## config.mk

```make
export PLATFORM = sky130hd
export DESIGN_NAME = sensor_divider_status_regs
export DESIGN_NICKNAME = d
export VERILOG_FILES = /design/src/design/sensor_divider_pkg.sv /design/src/design/channel_clock_divider.sv /design/src/design/sensor_divider_status_regs.sv
export VERILOG_INCLUDE_DIRS = /design/src /design/src/design
export SDC_FILE = /design/constraint.sdc
export NUM_CORES = 1
export LEC_CHECK = 0
export ABC_AREA = 1
export BUFFER_PORTS_ARGS = -buffer_cell sky130_fd_sc_hd__buf_2
export CAP_MARGIN = 20
export CORE_MARGIN = 2
export CORE_UTILIZATION = 50
export DETAILED_ROUTE_END_ITERATION = 6
export PLACE_DENSITY = 0.71
export SLEW_MARGIN = 15
export SYNTH_ARGS = -nofsm -noshare
export SYNTH_HDL_FRONTEND = slang
export SYNTH_SLANG_ARGS = --single-unit
export TNS_END_PERCENT = 1
```

## constraint.sdc

```tcl
create_clock -name mclk -period 2.3 [get_ports mclk]
set_input_delay 0.115 -clock mclk [delete_from_list [all_inputs] [get_ports mclk]]
set_output_delay 0.115 -clock mclk [all_outputs]
set_load 0.01 [all_outputs]
```

## src/design/sensor_divider_params.svh

```systemverilog
// Overview of operation
// - Input divider 15:12 divides sensor frequency; zero reserved
// - Reference divider 9:0 divides master clock; zero reserved
// - Status 15:14 names channel of latched error
// - Error held until status or source result read
// - Status bit 13 flags under-range error
// - Status bit 12 flags over-range error
// - Status bit 11 flags watchdog timeout error
// - Bits 10/9 flag amplitude high/low errors
// - Status bit 8 flags zero-count error
// - Bit 6 ready: single conversion or full sequence
// - Bits 3..0 flag unread results, cleared by reading
// - Status read clears errors; fields read-only, reset zero
// - Settle 32 ref cycles if count<=1, else count*16
`ifndef SENSOR_DIVIDER_PARAMS_SVH
`define SENSOR_DIVIDER_PARAMS_SVH

`define NUM_CHANNELS 4
`define ADDR_SETTLE_CH3 8'h13
`define ADDR_DIV_CH0 8'h14
`define ADDR_DIV_CH1 8'h15
`define ADDR_DIV_CH2 8'h16
`define ADDR_DIV_CH3 8'h17
`define ADDR_STATUS 8'h18
`define FIN_DIV_HI 15
`define FIN_DIV_LO 12
`define FREF_DIV_HI 9
`define FREF_DIV_LO 0
`define DIV_RESET 16'h0000
`define SETTLE_RESET 16'h0000
`define SETTLE_MIN_TICKS 20'h00020
`define SETTLE_SHORT_LIMIT 16'h0001
`define SETTLE_TICK_SHIFT 4
`define ERROR_SOURCE_CHANNEL_RESET 2'h0

`endif

```

## src/design/sensor_divider_pkg.sv

```systemverilog
`include "sensor_divider_params.svh"

package sensor_divider_pkg;

    typedef enum logic [0:0] {
        SETTLE_IDLE = 1'b0,
        SETTLE_RUN = 1'b1
    } settle_state_type;

    // Error flags in status order: under, over, timeout, amp high, amp low, zero
    typedef struct packed {
        logic [`NUM_CHANNELS-1:0][15:0] div;
        logic [15:0] settle;
        logic [1:0] error_source_channel;
        logic [5:0] err_flags;
        logic result_ready_flag;
        logic [`NUM_CHANNELS-1:0] unread;
        logic [`NUM_CHANNELS-1:0] seq_done;
        settle_state_type settle_st;
        logic [19:0] settle_left;
        logic settle_done;
        logic [15:0] rdata;
        logic rvalid;
    } regs_type;

    typedef struct packed {
        logic sensor_prev;
        logic [3:0] fin_cnt;
        logic [9:0] ref_cnt;
        logic sensor_tick;
        logic ref_tick;
    } div_state_type;

endpackage

```

## src/design/channel_clock_divider.sv

```systemverilog
`timescale 1ns/100ps
`default_nettype none
`include "sensor_divider_params.svh"

module channel_clock_divider (
    input wire logic mclk,
    input wire logic rst_n,
    input wire logic sensor_in,
    input wire logic [3:0] fin_div,
    input wire logic [9:0] fref_div,
    output logic sensor_tick,
    output logic ref_tick
);

    sensor_divider_pkg::div_state_type s_q;
    sensor_divider_pkg::div_state_type s_d;

    always_comb begin
        s_d = s_q;
        s_d.sensor_prev = sensor_in;
        s_d.sensor_tick = 1'b0;
        s_d.ref_tick = 1'b0;
        // Reserved zero behaves as divide by one
        if (sensor_in && !s_q.sensor_prev) begin
            if (s_q.fin_cnt + 4'h1 >= fin_div) begin
                s_d.fin_cnt = 4'h0;
                s_d.sensor_tick = 1'b1;
            end else begin
                s_d.fin_cnt = s_q.fin_cnt + 4'h1;
            end
        end
        if (s_q.ref_cnt + 10'h001 >= fref_div) begin
            s_d.ref_cnt = 10'h000;
            s_d.ref_tick = 1'b1;
        end else begin
            s_d.ref_cnt = s_q.ref_cnt + 10'h001;
        end
    end

    always_ff @(posedge mclk or negedge rst_n) begin
        if (!rst_n) begin
            s_q <= '0;
        end else begin
            s_q <= s_d;
        end
    end

    assign sensor_tick = s_q.sensor_tick;
    assign ref_tick = s_q.ref_tick;

endmodule

`default_nettype wire

```

## src/design/sensor_divider_status_regs.sv

```systemverilog
`timescale 1ns/100ps
`default_nettype none
`include "sensor_divider_params.svh"

module sensor_divider_status_regs #(
    parameter int NCH = `NUM_CHANNELS
) (
    input wire logic mclk,
    input wire logic rst_n,
    input wire logic [7:0] reg_addr,
    input wire logic reg_wr_en,
    input wire logic reg_rd_en,
    input wire logic [15:0] reg_wdata,
    output logic [15:0] reg_rdata,
    output logic reg_rdata_valid,
    input wire logic [5:0] err_event,
    input wire logic [1:0] err_event_channel,
    input wire logic conv_done,
    input wire logic [1:0] conv_channel,
    input wire logic sequential_mode,
    input wire logic [NCH-1:0] active_channels,
    input wire logic [NCH-1:0] result_read,
    input wire logic settle_start,
    output logic settle_done,
    input wire logic [NCH-1:0] sensor_in,
    output logic [NCH-1:0] sensor_tick,
    output logic [NCH-1:0] ref_tick
);

    sensor_divider_pkg::regs_type r_q;
    sensor_divider_pkg::regs_type r_d;

    logic status_read;
    logic [15:0] status_word;
    logic [NCH-1:0] done_mask;
    logic [NCH-1:0] done_accum;

    ////////////////////////////////////////////////////////////////////////////
    // Per-channel dividers

    genvar ch;
    generate
        for (ch = 0; ch < NCH; ch++) begin : g_div
            channel_clock_divider u_div (
                .mclk(mclk),
                .rst_n(rst_n),
                .sensor_in(sensor_in[ch]),
                .fin_div(r_q.div[ch][`FIN_DIV_HI:`FIN_DIV_LO]),
                .fref_div(r_q.div[ch][`FREF_DIV_HI:`FREF_DIV_LO]),
                .sensor_tick(sensor_tick[ch]),
                .ref_tick(ref_tick[ch])
            );
        end
    endgenerate

    ////////////////////////////////////////////////////////////////////////////
    // Status word and read side effects

    always_comb begin
        status_word = 16'h0000;
        status_word[15:14] = r_q.error_source_channel;
        status_word[13:8] = r_q.err_flags;
        status_word[6] = r_q.result_ready_flag;
        // Channel 0 sits in the highest unread bit
        for (int i = 0; i < NCH; i++) begin
            status_word[NCH-1-i] = r_q.unread[i];
        end
    end

    assign status_read = reg_rd_en && (reg_addr == `ADDR_STATUS);
    assign done_mask = conv_done ? (NCH'(1) << conv_channel) : '0;
    assign done_accum = r_q.seq_done | done_mask;

    always_comb begin
        r_d = r_q;
        r_d.rvalid = reg_rd_en;
        r_d.settle_done = 1'b0;

        // Register writes; status is read-only
        if (reg_wr_en) begin
            case (reg_addr)
                `ADDR_SETTLE_CH3: r_d.settle = reg_wdata;
                `ADDR_DIV_CH0: r_d.div[0] = reg_wdata;
                `ADDR_DIV_CH1: r_d.div[1] = reg_wdata;
                `ADDR_DIV_CH2: r_d.div[2] = reg_wdata;
                `ADDR_DIV_CH3: r_d.div[3] = reg_wdata;
                default: r_d.settle = r_q.settle;
            endcase
        end

        if (reg_rd_en) begin
            case (reg_addr)
                `ADDR_SETTLE_CH3: r_d.rdata = r_q.settle;
                `ADDR_DIV_CH0: r_d.rdata = r_q.div[0];
                `ADDR_DIV_CH1: r_d.rdata = r_q.div[1];
                `ADDR_DIV_CH2: r_d.rdata = r_q.div[2];
                `ADDR_DIV_CH3: r_d.rdata = r_q.div[3];
                `ADDR_STATUS: r_d.rdata = status_word;
                default: r_d.rdata = 16'h0000;
            endcase
        end

        // Clears first so a same-cycle event wins
        if (status_read) begin
            r_d.err_flags = 6'h00;
            r_d.error_source_channel = `ERROR_SOURCE_CHANNEL_RESET;
            r_d.result_ready_flag = 1'b0;
        end else if (result_read[r_q.error_source_channel] && (r_q.err_flags != 6'h00)) begin
            r_d.err_flags = 6'h00;
            r_d.error_source_channel = `ERROR_SOURCE_CHANNEL_RESET;
        end
        r_d.unread = r_d.unread & ~result_read;

        if (err_event != 6'h00) begin
            // Keep first source until cleared
            if (r_d.err_flags == 6'h00) begin
                r_d.error_source_channel = err_event_channel;
            end
            r_d.err_flags = r_d.err_flags | err_event;
        end

        if (conv_done) begin
            r_d.unread = r_d.unread | done_mask;
            if (!sequential_mode) begin
                r_d.result_ready_flag = 1'b1;
                r_d.seq_done = '0;
            end else if ((done_accum & active_channels) == active_channels) begin
                r_d.result_ready_flag = 1'b1;
                r_d.seq_done = '0;
            end else begin
                r_d.seq_done = done_accum;
            end
        end

        // Settling timer counts channel 3 reference ticks
        case (r_q.settle_st)
            sensor_divider_pkg::SETTLE_IDLE: begin
                if (settle_start) begin
                    r_d.settle_st = sensor_divider_pkg::SETTLE_RUN;
                    if (r_q.settle <= `SETTLE_SHORT_LIMIT) begin
                        r_d.settle_left = `SETTLE_MIN_TICKS;
                    end else begin
                        r_d.settle_left = 20'(r_q.settle) << `SETTLE_TICK_SHIFT;
                    end
                end
            end
            sensor_divider_pkg::SETTLE_RUN: begin
                if (ref_tick[NCH-1]) begin
                    if (r_q.settle_left == 20'h00001) begin
                        r_d.settle_left = 20'h00000;
                        r_d.settle_done = 1'b1;
                        r_d.settle_st = sensor_divider_pkg::SETTLE_IDLE;
                    end else begin
                        r_d.settle_left = r_q.settle_left - 20'h00001;
                    end
                end
            end
            default: r_d.settle_st = sensor_divider_pkg::SETTLE_IDLE;
        endcase
    end

    always_ff @(posedge mclk or negedge rst_n) begin
        if (!rst_n) begin
            r_q <= '0;
            r_q.div <= {NCH{`DIV_RESET}};
            r_q.settle <= `SETTLE_RESET;
            r_q.settle_st <= sensor_divider_pkg::SETTLE_IDLE;
        end else begin
            r_q <= r_d;
        end
    end

    assign reg_rdata = r_q.rdata;
    assign reg_rdata_valid = r_q.rvalid;
    assign settle_done = r_q.settle_done;

endmodule

`default_nettype wire

```

; ---- After elaboration in Yosys (flattened, before gate mapping)
; Cells that the tools add are included.
[totals]
reg_bits = 204
input_bits = 53
out_inout_bits = 26
word_cells = 133
[op_classes]
add_sub_neg = 9
order_cmp = 10
eq_ne = 10
shifts = 1
n_mux = 42
bitwise = 7
n_reduce_logical = 19
[ops]
columns = cell, count
row1 = case mux 16 bit (6 select lines), 1
row2 = "== test 8 x 5 -> 1 bit, second input constant", 6
row3 = case mux 21 bit (2 select lines), 1
row4 = "adder 10 x 1 -> 10 bit, second input constant", 4
row5 = greater-or-equal comparator 10 bit, 4
row6 = two-way mux 10 bit, 4
row7 = two-way mux 20 bit, 2
row8 = two-way mux 4 bit, 7
row9 = two-way mux 8 bit, 3
row10 = two-way mux 22 bit, 1
row11 = two-way mux 21 bit, 1
row12 = "== test 20 x 1 -> 1 bit, second input constant", 1
row13 = "subtractor 20 x 1 -> 20 bit, second input constant", 1
row14 = two-way mux 1 bit, 19
row15 = "adder 4 x 1 -> 4 bit, second input constant", 4
row16 = greater-or-equal comparator 4 bit, 4
row17 = "less-or-equal comparator 16 x 1 -> 1 bit, second input constant", 1
row18 = AND reduction 2 bit, 6
row19 = nonzero test 6 bit, 2
row20 = two-way mux 9 bit, 1
row21 = AND 4 bit, 2
row22 = bitwise OR 4 bit, 2
row23 = logical AND 1 bit, 6
row24 = zero test 6 bit, 1
row25 = 11 further kinds, 14

; ---- Depth between registers and ports, before layout
; Gate-level depths: netlist of run 1.
[depth]
depth_word = 8
mapped_depth = 15
mapped_depth_nobuf = 14

; ---- Hierarchy
; From an unflattened synthesis of run 1, not the netlist that was laid out.
[hier_totals]
cells_unflattened = 1542
area_unflattened_um2 = 11881.4
[modules_own_cells]
columns = module, instances, cells_per_inst, area_each_um2, seq_area_each_um2
row1 = sensor_divider_status_regs, 1, 890, 7041.8, 3403.3
row2 = channel_clock_divider, 4, 163, 1209.9, 425.4

; ---- Worst setup path before layout of run 1
; OpenSTA, ideal clock, no wires.
[synth_path]
path_type = flip-flop to flip-flop
startpoint = reg g_div[1].u_div.s_q[2] in the netlist's numbering
endpoint = reg g_div[1].u_div.s_q[10] in the netlist's numbering
setup_time_ps = 131
arrival_time_ps = 2216
required_ps = 2169
path_slack_ps = -46
path_stages_with_launch = 16
n_path_buf = 1
synth_period_minus_slack_ps = 2346
path_cell_list = dfrtp_1 ha_1 nand2_1 nor2_1 nand2_1 nor2_1 nand2_1 xor2_1 inv_1 ha_1 nand2_1 nor2_1 o211ai_1 nand4_1 clkbuf_1 nor2_1
[synth_lines]
columns = item, line
row1 = start: declaration, channel_clock_divider.sv:15  ; sensor_divider_pkg::div_state_type s_q;
row2 = start signal: assignment, channel_clock_divider.sv:42  ; s_q <= '0;
row3 = start signal: assignment, channel_clock_divider.sv:44  ; s_q <= s_d;

==> results.sh, run 1 <==
export IMPL_synth_cell_types=38
export IMPL_stdcell_count=1901
export IMPL_path_cells="ha_4, nand2_4, nor2_4, nand2_2, nor2_4, nand2_2, xor2_2, inv_1, ha_4, nand2_4, o21a_1, nand4_1, buf_6, nor2_1"
export IMPL_crit_buf_inv=2
export IMPL_synth_edf_count=0
export IMPL_cts_root_buf="clkbuf_16"
export IMPL_synth_area_leader_cell="dfrtp_1"
export IMPL_clk_pin_slew_worst_paths_ns=0.06
export IMPL_top_layer="met4"
export IMPL_period_share_pct=102
export IMPL_coreArea_um2=22600
export IMPL_slew_headroom_pct=56.4
export IMPL_synth_fp_nets=1589
export IMPL_ys_warn_count=0
export IMPL_final_nets=1719
export IMPL_die_h_um=155
export IMPL_start_kind="flip-flop"
export IMPL_p_leak_nw=7.10
export IMPL_totalWireLength_mm=29.9
export IMPL_antenna_left=0
export IMPL_tightest_slew_ns=0.650
export IMPL_internal_power_mw=7.79
export IMPL_die_area_um2=24100
export IMPL_synth_avg_cell_area_um2=7.78
export IMPL_wl_met3_mm=1.91
export IMPL_initial_utilization_pct=50.7
export IMPL_finalHoldViolations=0
export IMPL_drcViolationCount=0
export IMPL_cts_sinks=204
export IMPL_swShare_pct=33.4
export IMPL_grt_pass1_wl_mm=47.4
export IMPL_grt_max_degree=67
export IMPL_ir_drop_mv=0.485
export IMPL_place_ws_ns=-0.0533
export IMPL_crit_fanout=6
export IMPL_grt_usage_pct=24.5
export IMPL_dp_cells=1797
export IMPL_drt_first_pass_iters=5
export IMPL_arrival_ns=2.73
export IMPL_drtIter0Drc=807
export IMPL_grt_pass1_vias=9601
export IMPL_setup_viol=13
export IMPL_hold_path_class="in2reg"
export IMPL_cp_end_kind="flip-flop"
export IMPL_diodes=0
export IMPL_powerDensity_nw_per_um2=848
export IMPL_critPathRequiredTime_ns=2.70
export IMPL_cts_buffers=23
export IMPL_p_comb_share_pct=29.5
export IMPL_die_x_um=155
export IMPL_synthCells=1470
export IMPL_grt_overflow=0
export IMPL_drive_gt1_share_pct=15.0
export IMPL_dp_hpwl_mm=20.9
export IMPL_fmax_ghz=0.428
export IMPL_finClkSkew_ns=0.0107
export IMPL_fin_crit_ns=2.34
export IMPL_cp_slowest_cell="dfrtp_1"
export IMPL_violations="setup timing"
export IMPL_design_area_um2=13800
export IMPL_rsz0062_at_grt="true"
export IMPL_seq_power_share_pct=38.2
export IMPL_maxSlewViolCount=0
export IMPL_boundaryPins=79
export IMPL_setup_slack_ns=-0.0360
export IMPL_h_tree_depth=1
export IMPL_area_growth_pct=20.6
export IMPL_yosysSeqAreaShare_pct=44.6
export IMPL_pwr_share_clk_pct=32.4
export IMPL_ys_flop_type="dfrtp_1"
export IMPL_avgRoutedWirePerCell_um=15.7
export IMPL_postPlaceCellArea_um2=12100
export IMPL_critical_path_class="reg2reg"
export IMPL_routabilityCongestion=0.901
export IMPL_critPathMaxStageDelay_ns=0.40
export IMPL_setup_tns_final_ns=-0.214
export IMPL_max_cap_violations=0
export IMPL_cts_tree="done"
export IMPL_clock_path_buffers=3
export IMPL_viasPerCell=5.34
export IMPL_clk_latency_ns=0.51
export IMPL_routedLengthMet1_mm=13.1
export IMPL_port_buffers=78
export IMPL_yosysMostFrequentCell="nand2_1"
export IMPL_num_rows=55
export IMPL_outcome="complete, but fails checks"
export IMPL_ys_async_sr_fraction_pct=100
export IMPL_fin_hold_ws_ns=0.146
export IMPL_synthTopCellsByArea="dfrtp_1 45%, nand2_1 12%, inv_1 7.3%"
export IMPL_syn_area_um2=11400
export IMPL_p_sw_mw=3.91
export IMPL_antenna_found_initial=0
export IMPL_yosys_top_cells_count="351 x nand2_1, 223 x inv_1, 204 x dfrtp_1, 151 x nor2_1, 145 x nand3_1"
export IMPL_synth_top_area_share_pct=44.6
export IMPL_dr_wl_met2_mm=14.0
export IMPL_cpLargestDelayFamily="simple AND/OR/NAND/NOR gates"
export IMPL_nFillCells=1940
export IMPL_vias=10100
export IMPL_ys_ff_latch=204
-- power by group through the flow --
stage,logic [mW],clock network [mW],registers (mW)
after floorplan,2.21,0,4.42
after global placement,2.96,0,4.50
after detailed placement,3.07,0,4.51
after CTS,3.17,3.85,4.45
after global routing,3.95,3.99,4.53
final,3.45,3.79,4.47
-- cell families (layout without fill, tap and decap cells) --
group,count (synthesis),in the layout,synth area share [%]
AO/OA/AOI/OAI,177,177,8.33
XOR/XNOR,35,35,2.68
adder cells (fa/ha/maj),66,66,7.22
buffers and inverters,287,433,10.8
flip-flops,204,204,44.6
AND/OR/NAND/NOR,701,701,26.4
-- cell type report --
cell class                 instances  area, µm²  share of cell area, %
clock inverter                     7        114                  0.825
multi-input combinational        979       5460                   39.5
sequential                       204       5100                   37.0
timing repair buffer             168       1270                   9.22
tap                              285        357                   2.58
inverter                         224        841                   6.09
clock buffer                      34        657                   4.76
-- registers in the layout, summed over array words and instances, names as in the netlist --
name and cells:
g_div.u_div.ref_tick 4, g_div.u_div.s_q 60, g_div.u_div.sensor_tick 4, r_q 118
reg_rdata 16, reg_rdata_valid 1, settle_done 1
-- routing by layer --
| layer | up-vias | GRT usage (%) |
|---|---|---|
| li1 | 4909 | - |
| met1 | 4833 | 34.3 |
| met2 | 340 | 40.5 |
| met3 | 61 | 3.34 |
| met4 | 0 | 6.20 |
| met5 | - | 0 |
-- stage by stage --
step | total power [mW] | util, %
6_report | 11.7 | 61.1
4_1_cts | 11.5 | 59.1
2_1_floorplan | 6.63 | -
5_1_grt | 12.5 | 61.1
3_5_place_dp | 7.58 | 53.4
3_3_place_gp | 7.45 | 53.4
-- cell usage in the layout (no fill, tap or decap), types with 25 or more instances in the layout --
master and n:
nand4_1 26, dlygate4sd3_1 46, buf_4 35, xor2_1 25, dfrtp_1 204, o21ai_0 111
nor2_1 131, nand2_1 340, inv_1 221, buf_2 77, ha_1 55, nand3_1 141
-- what timing repair did --
item / 4_1_cts / 5_1_grt
setup endpoints to repair: 23 / 44
hold buffers: 46 / 0
gates cloned: 0 / 3
endpoints found under the hold margin: 122 / 0
gates resized for setup: 5 / 77
buffers inserted: 3 / 11
pin swaps: 1 / 30
-- path summary, 6_finish.rpt --
check	from	slack [ns]	to	depth (start not counted)
min	active_channels[3]	0.15	r_q[39]	5
max reg2reg	g_div[2].u_div.s_q[2]	-0.04	g_div[2].u_div.s_q[8]	14
min reg2reg	reg_rdata[13]	0.47	reg_rdata[13]	2
min in group asynchronous	rst_n	0.16	r_q[39]	2
max in group asynchronous	rst_n	1.42	r_q[21]	3
max	g_div[2].u_div.s_q[2]	-0.04	g_div[2].u_div.s_q[8]	14
-- worst min-delay path, delay by kind of cell --
family | cells | cell delay, ns
simple gates | 3 | 0.24
buf+inv | 1 | 0.08
compound gates | 1 | 0.19
Note: power is estimated with default switching activity, not from simulation.
==> run 2: changes to the inputs <==
--- a/config.mk
+++ b/config.mk
@@ -9,10 +9,12 @@
 export ABC_AREA = 1
 export BUFFER_PORTS_ARGS = -buffer_cell sky130_fd_sc_hd__buf_2
 export CAP_MARGIN = 20
+export CELL_PAD_IN_SITES_DETAIL_PLACEMENT = 1
+export CELL_PAD_IN_SITES_GLOBAL_PLACEMENT = 2
 export CORE_MARGIN = 2
-export CORE_UTILIZATION = 50
+export CORE_UTILIZATION = 33
 export DETAILED_ROUTE_END_ITERATION = 6
-export PLACE_DENSITY = 0.71
+export PLACE_DENSITY_LB_ADDON = 0.1
 export SLEW_MARGIN = 15
 export SYNTH_ARGS = -nofsm -noshare
 export SYNTH_HDL_FRONTEND = slang
==> results.sh, run 2 (same netlist as run 1, synthesis figures left out) <==
export IMPL_cts_tree="done"
export IMPL_viasPerCell=4.74
export IMPL_fin_crit_ns=2.33
export IMPL_start_kind="flip-flop"
export IMPL_port_buffers=78
export IMPL_area_growth_pct=23.6
export IMPL_final_cell_mix="333 x nand2_1, 218 x inv_1, 204 x dfrtp_1"
export IMPL_powerDensity_nw_per_um2=859
export IMPL_hold_path_class="in2async"
export IMPL_coreArea_um2=34400
export IMPL_place_ws_ns=-0.0872
export IMPL_drive_gt1_share_pct=16.0
export IMPL_diodes=0
export IMPL_p_leak_nw=7.16
export IMPL_die_x_um=190
export IMPL_cts_sinks=204
export IMPL_crit_buf_inv=3
export IMPL_setup_viol=7
export IMPL_clk_latency_ns=0.54
export IMPL_final_common_cell="nand2_1"
export IMPL_antenna_left=0
export IMPL_critical_path_class="reg2reg"
export IMPL_final_nets=1725
export IMPL_avgRoutedWirePerCell_um=17.1
export IMPL_dp_hpwl_mm=26.1
export IMPL_cpLargestDelayFamily="simple AND/OR/NAND/NOR gates"
export IMPL_violations="setup timing"
export IMPL_initial_utilization_pct=33.3
export IMPL_die_h_um=190
export IMPL_routabilityCongestion=0.794
export IMPL_cpMostUsedCell="nor2_4"
export IMPL_seqCellArea_um2=5100
export IMPL_drtIter0Drc=479
export IMPL_grt_max_degree=76
export IMPL_period_share_pct=101
export IMPL_maxSlewViolCount=0
export IMPL_setup_tns_final_ns=-0.101
export IMPL_top_register="r_q"
export IMPL_finClkSkew_ns=0.0131
export IMPL_grt_pass1_wl_mm=57.1
export IMPL_final_util_pct=41.2
export IMPL_drt_first_pass_iters=4
export IMPL_antenna_found_initial=0
export IMPL_postPlaceCellArea_um2=12300
export IMPL_cp_slowest_cell="dfrtp_1"
export IMPL_clock_path_buffers=3
export IMPL_design_area_um2=14100
export IMPL_cp_end_kind="flip-flop"
export IMPL_tightest_slew_ns=0.574
export IMPL_fmax_ghz=0.429
export IMPL_grt_usage_pct=20.0
export IMPL_grt_overflow=0
export IMPL_outcome="complete, but fails checks"
export IMPL_critPathMaxStageDelay_ns=0.40
export IMPL_critPathRequiredTime_ns=2.70
export IMPL_clk_pin_slew_worst_paths_ns=0.06
export IMPL_vias=9866
export IMPL_crit_fanout=5
export IMPL_setup_slack_ns=-0.0303
export IMPL_drcViolationCount=0
export IMPL_finalHoldViolations=0
export IMPL_max_cap_violations=0
export IMPL_boundaryPins=79
export IMPL_slew_headroom_pct=61.7
export IMPL_totalWireLength_mm=35.5
export IMPL_rsz0062_at_grt="true"
export IMPL_cts_root_buf="clkbuf_16"
export IMPL_nFillCells=4227
export IMPL_die_area_um2=36200
export IMPL_ir_drop_mv=0.590
export IMPL_path_cells="ha_4, nand2_4, nor2_4, nand2_2, nor2_4, nand2_2, xor2_2, inv_2, ha_4, nand2_4, nor2_4, o211ai_1, nand4_1, buf_6, clkbuf_16, nor2_2"
export IMPL_num_rows=68
export IMPL_arrival_ns=2.73
export IMPL_grt_pass1_vias=10400
export IMPL_cts_buffers=27
export IMPL_h_tree_depth=1
export IMPL_largest_reg_flops=118
export IMPL_p_total_mw=12.2
export IMPL_multi_input_area_um2=5490
## run 2: cell types whose count changed in the layout (fill, tap and decap cells not counted), sizes merged
cell / change
clkbuf: +5
clkinv: +3
buf: +2
bufinv: -2
dlygate4sd3: +1
## run 2: repair_timing
item | in CTS | in global routing
hold endpoints to repair | 280 | 0
buffers inserted | 9 | 6
hold buffers | 47 | 0
setup endpoints to repair | 34 | 44
gates cloned | 0 | 2
resized for setup | 15 | 82
pin swaps | 11 | 31
## run 2: worst paths after layout
| path | from | to | slack, ns | depth (start not counted) |
|---|---|---|---|---|
| setup reg to reg | g_div[2].u_div.s_q[3] | g_div[2].u_div.s_q[5] | -0.03 | 16 |
| hold / removal | rst_n | g_div[3].u_div.ref_tick | 0.08 | 2 |
| min in group mclk | active_channels[3] | r_q[39] | 0.13 | 5 |
| setup / recovery | g_div[2].u_div.s_q[3] | g_div[2].u_div.s_q[5] | -0.03 | 16 |
| hold reg to reg | reg_rdata[8] | reg_rdata[8] | 0.48 | 2 |
| max in group asynchronous | rst_n | g_div[0].u_div.s_q[15] | 1.44 | 3 |
## run 2: cell type report
cell class / instances / area share, %
Timing Repair Buffer: 170 / 9.21
Clock buffer: 40 / 5.40
Inverter: 224 / 5.94
Clock inverter: 8 / 0.504
Tap cell: 455 / 4.02
Multi-Input combinational cell: 979 / 38.8
Sequential cell: 204 / 36.1
## run 2: worst reg2reg max path: stages, from the launching register on
cell       delay (ns)
dfrtp_1          0.40
ha_4             0.17
nand2_4          0.06
nor2_4           0.12
nand2_2          0.08
nor2_4           0.13
nand2_2          0.08
xor2_2           0.18
inv_2            0.07
ha_4             0.28
nand2_4          0.06
nor2_4           0.08
o211ai_1         0.09
nand4_1          0.11
buf_6            0.13
clkbuf_16        0.13
nor2_2           0.03
## run 2: power by group
group,switching [mW],total (mW),internal [mW]
combinational,2.11,3.61,1.50
sequential,0.427,4.49,4.06
clock,1.66,4.06,2.40
## run 2: routing by layer
metal  global-route usage (%)  up-vias  wire, µm
li1                         -     4911         -
met4                     3.16        0       457
met3                     2.21       38      1020
met2                     34.4      116     17200
met1                     27.7     4801     16900
met5                        0        -         0
## run 2: per-stage QoR
| step | cells | hold slack [ns] |
|---|---|---|
| finish | 2080 | 0.0812 |
| detailed placement | 1968 | 0.0549 |
| floorplan | 1470 | -0.181 |
| global route | 2080 | 0.0994 |
| global placement | 1968 | 0.0555 |
| CTS | 2072 | 0.0810 |
